[config.mk]
export PLATFORM = sky130hd
export DESIGN_NAME = host_port_device_flat
export DESIGN_NICKNAME = d
export VERILOG_FILES = /design/src/hdl/host_port_pkg.sv /design/src/hdl/host_port_if.sv /design/src/hdl/host_port_device.sv /design/src/flat_wrapper.sv
export SDC_FILE = /design/constraint.sdc
export NUM_CORES = 1
export LEC_CHECK = 0
export ABC_AREA = 1
export BUFFER_PORTS_ARGS = -buffer_cell sky130_fd_sc_hd__buf_4
export CAP_MARGIN = 0
export CELL_PAD_IN_SITES_DETAIL_PLACEMENT = 1
export CELL_PAD_IN_SITES_GLOBAL_PLACEMENT = 1
export CORE_ASPECT_RATIO = 0.5
export CORE_MARGIN = 1.5
export CORE_UTILIZATION = 40
export CTS_CLUSTER_SIZE = 10
export DETAILED_ROUTE_END_ITERATION = 8
export GPL_ROUTABILITY_DRIVEN = 0
export PLACE_DENSITY = 0.84
export SLEW_MARGIN = 10
export SYNTH_ARGS = -nofsm -noshare
export SYNTH_HDL_FRONTEND = slang
export SYNTH_SLANG_ARGS = --single-unit
[constraint.sdc]
create_clock -name i_ref_clk -period 1.85 [get_ports i_ref_clk]
set_input_delay 0 -clock i_ref_clk [delete_from_list [all_inputs] [get_ports i_ref_clk]]
set_output_delay 0 -clock i_ref_clk [all_outputs]
set_load 0.02 [all_outputs]
[src/hdl/host_port_pkg.sv]
package host_port_pkg;

  localparam int unsigned REF_CLK_HZ = 125_000_000;
  localparam int unsigned SER_ADDR_BITS = 8;
  localparam int unsigned SER_DATA_BITS = 8;
  localparam int unsigned SER_FRAME_BITS = SER_ADDR_BITS + SER_DATA_BITS;
  // host-side serial clock half period, in reference clocks
  localparam int unsigned SCLK_HALF_CYC = 8;
  // address of the per-driver output disable register
  localparam logic [7:0] OUT_DIS_ADDR = 8'h12;
  localparam logic [7:0] OUT_DIS_RST = 8'h00;
  localparam int unsigned NUM_CHAN = 8;
  // bit 0 of the serial address byte: 1 = read
  localparam int unsigned SER_RW_BIT = 0;

  typedef enum logic [1:0] {
    MODE_HW,
    MODE_PAR,
    MODE_SER
  } op_mode_t;

  typedef enum logic [1:0] {
    JA_TX,
    JA_RX,
    JA_OFF
  } ja_pos_t;

endpackage

[src/hdl/host_port_if.sv]
`timescale 1ns/10ps
interface host_port_if;
  logic       wr_pin;
  logic       rd_pin;
  logic       latch_pin;
  logic       cs_pin;
  logic       cs_pin_open;
  logic       bus_style_pin;
  logic [7:0] a_host;
  logic [7:0] d_host;
  logic       d_host_oe_n;
  logic [7:0] d_dev;
  logic       d_dev_oe_n;
  logic       serial_out;
  logic       serial_out_oe_n;

  modport device (
    input  wr_pin, rd_pin, latch_pin, cs_pin, cs_pin_open, bus_style_pin,
    input  a_host, d_host, d_host_oe_n,
    output d_dev, d_dev_oe_n, serial_out, serial_out_oe_n
  );
  modport host (
    output wr_pin, rd_pin, latch_pin, cs_pin, cs_pin_open, bus_style_pin,
    output a_host, d_host, d_host_oe_n,
    input  d_dev, d_dev_oe_n, serial_out, serial_out_oe_n
  );
endinterface

[src/hdl/host_port_device.sv]
`timescale 1ns/10ps
module host_port_device
  import host_port_pkg::*;
#(
  parameter int unsigned CHANNELS = NUM_CHAN
) (
  input  wire logic                i_ref_clk,
  input  wire logic                i_rst_b,
  host_port_if.device              port,
  input  wire logic [1:0]          i_mode,
  input  wire logic                i_muxed,
  input  wire logic                i_unipolar,
  input  wire logic                i_data_only,
  input  wire logic                i_tx_driver_output_enable,
  input  wire logic                i_output_edge_select,
  input  wire logic [7:0]          i_reg_rdata,
  output logic                     o_reg_wr,
  output logic                     o_reg_rd,
  output logic [7:0]               o_reg_addr,
  output logic [7:0]               o_reg_wdata,
  output logic [2:0]               o_line_length_sel,
  output logic                     o_e1_mode,
  output logic [1:0]               o_jitter_atten_position,
  output logic                     o_b8zs_hdb3_en,
  output logic                     o_ami_en,
  output logic [CHANNELS-1:0]      o_tx_hiz,
  output logic                     o_rx_sample_falling,
  output logic                     o_rx_active_low
);

  logic [2:0] wr_s_q, rd_s_q, la_s_q, cs_s_q, op_s_q, bs_s_q;
  logic [1:0] oe_s_q, ce_s_q;
  logic [7:0] a1_q, a2_q;
  logic [7:0] d1_q, d2_q;
  logic wr_p, rd_p, la_p, cs_p, op_p, bs_p, oe_p, ce_p;
  logic wr_prev_q, rd_prev_q, la_prev_q;

  // two stages into the reference domain, third stage only for edge finding
  always_ff @(posedge i_ref_clk) begin
    if (!i_rst_b) begin
      wr_s_q <= '1; rd_s_q <= '1; la_s_q <= '0; cs_s_q <= '1;
      op_s_q <= '0; bs_s_q <= '0; oe_s_q <= '0; ce_s_q <= '0;
      d1_q <= '0; d2_q <= '0; a1_q <= '0; a2_q <= '0;
    end else begin
      wr_s_q <= {wr_s_q[1:0], port.wr_pin};
      rd_s_q <= {rd_s_q[1:0], port.rd_pin};
      la_s_q <= {la_s_q[1:0], port.latch_pin};
      cs_s_q <= {cs_s_q[1:0], port.cs_pin};
      op_s_q <= {op_s_q[1:0], port.cs_pin_open};
      bs_s_q <= {bs_s_q[1:0], port.bus_style_pin};
      oe_s_q <= {oe_s_q[0], i_tx_driver_output_enable};
      ce_s_q <= {ce_s_q[0], i_output_edge_select};
      d1_q <= port.d_host; d2_q <= d1_q;
      a1_q <= port.a_host; a2_q <= a1_q;
    end
  end
  assign wr_p = wr_s_q[1];
  assign rd_p = rd_s_q[1];
  assign la_p = la_s_q[1];
  assign cs_p = cs_s_q[1];
  assign op_p = op_s_q[1];
  assign bs_p = bs_s_q[1];
  assign oe_p = oe_s_q[1];
  assign ce_p = ce_s_q[1];
  assign wr_prev_q = wr_s_q[2];
  assign rd_prev_q = rd_s_q[2];
  assign la_prev_q = la_s_q[2];

  op_mode_t mode;
  assign mode = op_mode_t'(i_mode);

  typedef enum logic [1:0] { D_IDLE, D_PAR, D_SER } dstate_t;

  dstate_t st_q, st_d;
  logic [7:0]  addr_q, addr_d, wd_q, wd_d, od_q, od_d;
  logic [15:0] sh_q, sh_d;
  logic [4:0]  bit_q, bit_d;
  logic [7:0]  rdsh_q, rdsh_d, dd_q, dd_d;
  logic        so_q, so_d, sooe_q, sooe_d, ddoe_q, ddoe_d;
  logic        regwr_q, regwr_d, regrd_q, regrd_d;
  logic        ms;
  logic        la_rise, la_fall, sclk_out_edge, sclk_in_edge;

  assign ms = ~bs_p;
  assign la_rise = la_p & ~la_prev_q;
  assign la_fall = ~la_p & la_prev_q;
  // serial in taken on rising clock; out edge follows edge select
  assign sclk_in_edge  = la_rise;
  assign sclk_out_edge = ce_p ? la_rise : la_fall;

  always_comb begin
    st_d = st_q; addr_d = addr_q; wd_d = wd_q; od_d = od_q; sh_d = sh_q;
    bit_d = bit_q; rdsh_d = rdsh_q; dd_d = dd_q; so_d = so_q;
    sooe_d = sooe_q; ddoe_d = ddoe_q; regwr_d = 1'b0; regrd_d = 1'b0;
    if (mode == MODE_PAR && !cs_p) begin
      // transparent while the latch is open: the closing edge and the next
      // bus value arrive together, so an edge-triggered grab would miss
      if (i_muxed && !ms && la_p) addr_d = d2_q;
      if (i_muxed && ms && !la_p) addr_d = d2_q;
      if (!i_muxed) addr_d = a2_q;
    end
    unique case (st_q)
      D_IDLE: begin
        sooe_d = 1'b1; ddoe_d = 1'b1;
        if (!cs_p && mode == MODE_PAR && !(i_muxed && (ms ? ~la_p : la_p)))
          st_d = D_PAR;
        if (!cs_p && mode == MODE_SER) begin
          bit_d = '0; st_d = D_SER;
        end
      end
      D_PAR: begin
        if (!ms && wr_prev_q && !wr_p) begin
          wd_d = d2_q; regwr_d = 1'b1;
          if (addr_q == OUT_DIS_ADDR) od_d = d2_q;
        end
        if (!ms && !rd_p) begin
          dd_d = (addr_q == OUT_DIS_ADDR) ? od_q : i_reg_rdata;
          ddoe_d = 1'b0;
          regrd_d = rd_prev_q;
        end else if (!ms) ddoe_d = 1'b1;
        if (ms && !wr_p) begin
          if (rd_p) begin
            dd_d = (addr_q == OUT_DIS_ADDR) ? od_q : i_reg_rdata;
            ddoe_d = 1'b0; regrd_d = wr_prev_q;
          end else if (wr_prev_q) begin
            wd_d = d2_q; regwr_d = 1'b1;
            if (addr_q == OUT_DIS_ADDR) od_d = d2_q;
          end
        end else if (ms) ddoe_d = 1'b1;
        if (cs_p) begin
          ddoe_d = 1'b1; st_d = D_IDLE;
        end
      end
      D_SER: begin
        if (sclk_in_edge && bit_q < 5'(SER_FRAME_BITS)) begin
          sh_d = {sh_q[14:0], wr_p};
          bit_d = bit_q + 5'h1;
          if (bit_q == 5'(SER_ADDR_BITS - 1)) begin
            addr_d = {sh_q[6:0], wr_p};
            regrd_d = wr_p;
            rdsh_d = ({sh_q[6:0], 1'b0} == OUT_DIS_ADDR) ? od_q : i_reg_rdata;
          end
          if (bit_q == 5'(SER_FRAME_BITS - 1) && !addr_q[SER_RW_BIT]) begin
            wd_d = {sh_q[6:0], wr_p}; regwr_d = 1'b1;
            if (addr_q == OUT_DIS_ADDR) od_d = {sh_q[6:0], wr_p};
          end
        end
        if (sclk_out_edge && bit_q >= 5'(SER_ADDR_BITS) &&
            bit_q < 5'(SER_FRAME_BITS) && addr_q[SER_RW_BIT]) begin
          so_d = rdsh_q[0]; sooe_d = 1'b0;
          rdsh_d = {1'b0, rdsh_q[7:1]};
        end
        if (!addr_q[SER_RW_BIT] || bit_q < 5'(SER_ADDR_BITS))
          sooe_d = 1'b1;
        if (cs_p) begin
          sooe_d = 1'b1; st_d = D_IDLE;
        end
      end
      default: st_d = D_IDLE;
    endcase
    if (mode == MODE_HW) begin
      st_d = D_IDLE; sooe_d = 1'b1; ddoe_d = 1'b1;
    end
  end

  // line length, jitter attenuator and code pins are static levels, taken only while in hardware mode
  logic [2:0] len_q, len_d;
  logic [1:0] ja_q, ja_d;
  logic       code_q, code_d;
  logic [CHANNELS-1:0] hiz_d;
  logic       fall_d, alow_d, fall_q, alow_q;

  always_comb begin
    len_d = len_q; ja_d = ja_q; code_d = code_q;
    if (mode == MODE_HW) begin
      len_d = {la_p, rd_p, wr_p};
      ja_d = op_p ? JA_OFF : (cs_p ? JA_RX : JA_TX);
      code_d = bs_p;
    end
    for (int i = 0; i < CHANNELS; i++) begin
      hiz_d[i] = ~oe_p | (mode != MODE_HW && i < 8 && od_q[i % 8]);
    end
    fall_d = ~i_data_only & ce_p;
    alow_d = i_data_only & ~ce_p;
  end

  logic [CHANNELS-1:0] hiz_q;
  always_ff @(posedge i_ref_clk) begin
    if (!i_rst_b) begin
      st_q <= D_IDLE; addr_q <= '0; wd_q <= '0; od_q <= OUT_DIS_RST;
      sh_q <= '0; bit_q <= '0; rdsh_q <= '0; dd_q <= '0; so_q <= 1'b0;
      sooe_q <= 1'b1; ddoe_q <= 1'b1; regwr_q <= 1'b0; regrd_q <= 1'b0;
      len_q <= '0; ja_q <= JA_OFF; code_q <= 1'b0; hiz_q <= '1;
      fall_q <= 1'b0; alow_q <= 1'b0;
    end else begin
      st_q <= st_d; addr_q <= addr_d; wd_q <= wd_d; od_q <= od_d;
      sh_q <= sh_d; bit_q <= bit_d; rdsh_q <= rdsh_d; dd_q <= dd_d;
      so_q <= so_d; sooe_q <= sooe_d; ddoe_q <= ddoe_d;
      regwr_q <= regwr_d; regrd_q <= regrd_d;
      len_q <= len_d; ja_q <= ja_d; code_q <= code_d; hiz_q <= hiz_d;
      fall_q <= fall_d; alow_q <= alow_d;
    end
  end

  logic e1_q, b8_q, ami_q;
  always_ff @(posedge i_ref_clk) begin
    if (!i_rst_b) begin
      e1_q <= 1'b0; b8_q <= 1'b0; ami_q <= 1'b0;
    end else begin
      // length codes of 000 and 001 select E1, the rest T1/J1
      e1_q  <= (len_q[2:1] == 2'b00);
      b8_q  <= (mode == MODE_HW) & i_unipolar & ~code_q;
      ami_q <= (mode == MODE_HW) & i_unipolar & code_q;
    end
  end

  assign port.d_dev           = dd_q;
  assign port.d_dev_oe_n      = ddoe_q;
  assign port.serial_out      = so_q;
  assign port.serial_out_oe_n = sooe_q;
  assign o_reg_wr             = regwr_q;
  assign o_reg_rd             = regrd_q;
  assign o_reg_addr           = addr_q;
  assign o_reg_wdata          = wd_q;
  assign o_line_length_sel    = len_q;
  assign o_e1_mode            = e1_q;
  assign o_jitter_atten_position = ja_q;
  assign o_b8zs_hdb3_en       = b8_q;
  assign o_ami_en             = ami_q;
  assign o_tx_hiz             = hiz_q;
  assign o_rx_sample_falling  = fall_q;
  assign o_rx_active_low      = alow_q;

endmodule // host_port_device

[src/flat_wrapper.sv]
// flat-port wrapper written by rule: the top's interface ports become plain ports
module host_port_device_flat import host_port_pkg::*;
#(
  parameter int unsigned CHANNELS = NUM_CHAN
)
  (i_ref_clk, i_rst_b, i_mode, i_muxed, i_unipolar, i_data_only, i_tx_driver_output_enable, i_output_edge_select, i_reg_rdata, o_reg_wr, o_reg_rd, o_reg_addr, o_reg_wdata, o_line_length_sel, o_e1_mode, o_jitter_atten_position, o_b8zs_hdb3_en, o_ami_en, o_tx_hiz, o_rx_sample_falling, o_rx_active_low, port_wr_pin, port_rd_pin, port_latch_pin, port_cs_pin, port_cs_pin_open, port_bus_style_pin, port_a_host, port_d_host, port_d_host_oe_n, port_d_dev, port_d_dev_oe_n, port_serial_out, port_serial_out_oe_n);
  host_port_if port_i ();
  input  wire logic i_ref_clk;
  input  wire logic i_rst_b;
  input  wire logic [1:0] i_mode;
  input  wire logic i_muxed;
  input  wire logic i_unipolar;
  input  wire logic i_data_only;
  input  wire logic i_tx_driver_output_enable;
  input  wire logic i_output_edge_select;
  input  wire logic [7:0] i_reg_rdata;
  output logic o_reg_wr;
  output logic o_reg_rd;
  output logic [7:0] o_reg_addr;
  output logic [7:0] o_reg_wdata;
  output logic [2:0] o_line_length_sel;
  output logic o_e1_mode;
  output logic [1:0] o_jitter_atten_position;
  output logic o_b8zs_hdb3_en;
  output logic o_ami_en;
  output logic [CHANNELS-1:0] o_tx_hiz;
  output logic o_rx_sample_falling;
  output logic o_rx_active_low;
  input wire logic [$bits(port_i.wr_pin)-1:0] port_wr_pin;
  input wire logic [$bits(port_i.rd_pin)-1:0] port_rd_pin;
  input wire logic [$bits(port_i.latch_pin)-1:0] port_latch_pin;
  input wire logic [$bits(port_i.cs_pin)-1:0] port_cs_pin;
  input wire logic [$bits(port_i.cs_pin_open)-1:0] port_cs_pin_open;
  input wire logic [$bits(port_i.bus_style_pin)-1:0] port_bus_style_pin;
  input wire logic [$bits(port_i.a_host)-1:0] port_a_host;
  input wire logic [$bits(port_i.d_host)-1:0] port_d_host;
  input wire logic [$bits(port_i.d_host_oe_n)-1:0] port_d_host_oe_n;
  output wire logic [$bits(port_i.d_dev)-1:0] port_d_dev;
  output wire logic [$bits(port_i.d_dev_oe_n)-1:0] port_d_dev_oe_n;
  output wire logic [$bits(port_i.serial_out)-1:0] port_serial_out;
  output wire logic [$bits(port_i.serial_out_oe_n)-1:0] port_serial_out_oe_n;
  assign port_i.wr_pin = port_wr_pin;
  assign port_i.rd_pin = port_rd_pin;
  assign port_i.latch_pin = port_latch_pin;
  assign port_i.cs_pin = port_cs_pin;
  assign port_i.cs_pin_open = port_cs_pin_open;
  assign port_i.bus_style_pin = port_bus_style_pin;
  assign port_i.a_host = port_a_host;
  assign port_i.d_host = port_d_host;
  assign port_i.d_host_oe_n = port_d_host_oe_n;
  assign port_d_dev = port_i.d_dev;
  assign port_d_dev_oe_n = port_i.d_dev_oe_n;
  assign port_serial_out = port_i.serial_out;
  assign port_serial_out_oe_n = port_i.serial_out_oe_n;
  host_port_device #(.CHANNELS(CHANNELS)) u_core (.i_ref_clk(i_ref_clk), .i_rst_b(i_rst_b), .port(port_i), .i_mode(i_mode), .i_muxed(i_muxed), .i_unipolar(i_unipolar), .i_data_only(i_data_only), .i_tx_driver_output_enable(i_tx_driver_output_enable), .i_output_edge_select(i_output_edge_select), .i_reg_rdata(i_reg_rdata), .o_reg_wr(o_reg_wr), .o_reg_rd(o_reg_rd), .o_reg_addr(o_reg_addr), .o_reg_wdata(o_reg_wdata), .o_line_length_sel(o_line_length_sel), .o_e1_mode(o_e1_mode), .o_jitter_atten_position(o_jitter_atten_position), .o_b8zs_hdb3_en(o_b8zs_hdb3_en), .o_ami_en(o_ami_en), .o_tx_hiz(o_tx_hiz), .o_rx_sample_falling(o_rx_sample_falling), .o_rx_active_low(o_rx_active_low));
endmodule
==> results.py <==
metrics = {
    "drt": {
        "ant_nets": 0,
        "wl_per_cell_um": 16.41,
        "post-route-drc-count": 0,
        "dr_total_vias": 5480,
        "firstDrtPassIters": 5,
        "drtIter0Drc": 314,
        "wl_mm": 17.90,
        "viasPerCell": 5.023,
    },
    "timing": {
        "drv_slew": 0,
        "timing.final.crit_share": 1.025,
        "fin_ws_ps": -46.09,
        "setup-violations-final": 4,
        "slew_headroom": 0.5836,
        "fmax_ghz": 0.5274,
        "timing.final.crit_period_ps": 1896,
        "finClkSkew_ps": 8.924,
        "max_slew.worst_pin.slew_ps": 621.9,
        "hold_viol": 0,
        "rsz0062_at_grt": "true",
    },
    "power": {
        "p_leak_nw": 3.722,
        "peakVddDrop_mv": 0.5629,
        "total_power_mw": 7.056,
        "power_density_nw_per_um2": 951.2,
    },
    "worst_setup_path": {
        "end_kind": "register",
        "worstPathMaxFanout": 7,
        "start_kind": "register",
        "crit_type": "reg2reg",
        "arrival_ps": 2210,
        "cp.required_ps": 2160,
    },
    "floorplanning": {
        "ios": 87,
        "start_util": 0.4198,
        "rows": 29,
        "dieArea_um2": 14350,
        "die_w_um": 167.9,
        "core_area_um2": 12950,
        "die_h_um": 85.45,
    },
    "yosys": {
        "syn_area_um2": 5438,
        "syn-mean-instance-area_um2": 7.108,
        "synth-main-ff-cell": "dfxtp_1",
        "synth-seq-cells": 129,
        "synth-edff-count": 0,
        "yosysTopAreaCellShare": 0.4749,
        "synthDistinctLibCells": 34,
        "yosys_warnings": 0,
        "synthCells": 765,
        "ys_seq_area_frac": 0.4749,
        "ys_top_cells_by_area": "dfxtp_1 (47%), nand2_1 (13%), inv_1 (9.0%), o21ai_0 (6.0%), nor2_1 (5.2%)",
        "yosysTopAreaCell": "dfxtp_1",
        "syn-num-nets": 810,
        "synth_most_common_cell": "nand2_1",
        "synthArstFlopShare": 0,
        "yosys-top-cells-count": "nand2_1 (189), inv_1 (131), dfxtp_1 (129), nor2_1 (75), o21ai_0 (65)",
    },
    "final_layout": {
        "antennaDiodeCount": 0,
        "fin_nets": 953,
        "syn_to_final_growth_pct": 36.42,
        "drive_above_1_share": 0.2074,
    },
    "cts": {
        "cts_tree": "done",
        "cts_buffers": 17,
        "clk_pin_slew_worst_paths_ps": 60,
        "cts_max_level": 4,
        "clock_path_buffers": 2,
        "clk_latency_ps": 410,
        "clock-sinks": 129,
        "cts-root-buf": "clkbuf_16",
    },
    "grt": {
        "grt_overflow": 0,
        "grt_pass1_vias": 5726,
        "grt_max_degree": 45,
        "antenna_found_initial": 0,
        "grt_pass1_wl_mm": 28.58,
        "grtUsageTotal": 0.2571,
    },
    "outcome": {
        "violations": "setup timing",
        "run_status": "finished, violations left",
    },
    "worst_hold_path": {
        "holdCritPathClass": "in2reg",
    },
    "job": {
        "drv_cap": 0,
    },
    "placed_design": {
        "port_buffers": 85,
        "place_ws_ps": -9.716,
        "dp_hpwl_mm": 12.06,
    },
}
[kinds of logic after synthesis]
group           after synthesis  synth area share
simple gates                345            0.2660
buf+inv                     160            0.1171
flops                       129            0.4749
compound gates              126            0.1305
fa+ha+maj                     5           0.01150
[placed cells by master, fill, tap and decap left out, types with 2 or more instances in the layout]
cell type / count
a22oi_1: 3
ha_2: 2
nand3_1: 52
inv_1: 128
nor2_1: 70
nand4_1: 2
inv_6: 2
buf_4: 108
dfxtp_1: 123
inv_2: 8
nand2_2: 5
nor3_1: 7
dfxtp_2: 6
o211ai_1: 11
nand3_2: 3
nor2_2: 6
o21ai_0: 64
a21oi_1: 32
dlygate4sd3_1: 36
or2_2: 7
clkinv_4: 4
o22ai_1: 2
nand2_1: 187
o21a_1: 3
nor3_4: 2
clkinvlp_4: 3
ha_4: 2
inv_8: 4
nor2_4: 2
a31oi_1: 3
bufinv_16: 2
clkbuf_16: 17
[cell type report]
cell class	count	area [um^2]
sequential	129	2590
clock inverter	14	172.7
tap	170	212.7
fill	1616	5535
multi-input combinational	476	2300
timing repair inverter	1	7.507
timing repair buffer	146	1190
clock buffer	18	429.2
inverter	137	516.7
[what timing repair did]
item / in CTS / in global routing
gates resized for setup: 16 / 16
pin swaps: 5 / 8
buffers inserted: 5 / 4
endpoints found under the hold margin: 39 / 0
cloned: 1 / 0
hold buffers: 36 / 0
endpoints found under the setup margin: 8 / 27
[path summary, 6_finish.rpt]
check | start | end | slack, ps | depth (start not counted)
max | u_core.bit_q[0]$_SDFFE_PN0P_ | u_core.o_reg_wdata[3]$_SDFFE_PN0P_ | -50 | 13
min | i_mode[1] | u_core.o_reg_addr[7]$_SDFF_PN0_ | 40 | 5
min reg2reg | u_core.rd_s_q[0]$_SDFF_PN1_ | u_core.rd_s_q[1]$_SDFF_PN1_ | 420 | 1
max reg2reg | u_core.bit_q[0]$_SDFFE_PN0P_ | u_core.o_reg_wdata[3]$_SDFFE_PN0P_ | -50 | 13
[sequential cells by signal, indices dropped and copies added, names as in the netlist, 5 cells and up]
register / flops
u_core.port.d_dev: 8
u_core.d2_q: 8
u_core.o_tx_hiz: 8
u_core.o_reg_addr: 8
u_core.a2_q: 8
u_core.sh_q: 7
u_core.d1_q: 8
u_core.o_reg_wdata: 8
u_core.od_q: 8
u_core.rdsh_q: 8
u_core.bit_q: 5
u_core.a1_q: 8
[where the power goes]
part           switching [mW]  internal (mW)  total [mW]  leakage, nW
Clock                    1.39           2.04        3.43        0.289
Combinational           0.392          0.284       0.676         2.38
Sequential             0.0686           2.89        2.95         1.06
Total                    1.85           5.21        7.06         3.72
[per-stage QoR]
step / utilization / hold slack [ps] / cell area (um^2) / setup TNS [ps] / cells
after floorplan: - / 78.26 / 5438 / 0 / 765
after global placement: 0.4868 / 179.2 / 6306 / 0 / 1014
after detailed placement: 0.4868 / 179.9 / 6306 / -9.716 / 1014
after CTS: 0.5661 / 32.39 / 7333 / -15.91 / 1087
after global routing: 0.5727 / 97.83 / 7418 / -713.4 / 1091
final: 0.5727 / 37.54 / 7418 / -116.8 / 1091
[worst max-delay path: stages, from the launching register on]
cell	delay, ps
dfxtp_2	340
ha_4	170
inv_4	60
nor3_4	30
ha_2	200
nand2_2	70
nand2_2	50
o211ai_1	290
clkinvlp_4	190
buf_6	170
nor2_2	80
nor2_1	50
nand2_1	60
inv_1	30
[routing by layer]
layer | vias to the layer above | GRT usage | wire length (um)
li1 | 2674 | - | -
met1 | 2627 | 0.3212 | 8169
met2 | 149 | 0.4542 | 8582
met3 | 30 | 0.05177 | 908
met4 | 0 | 0.07371 | 238
met5 | - | 0 | 0
Power figures use the tool's default switching activity.
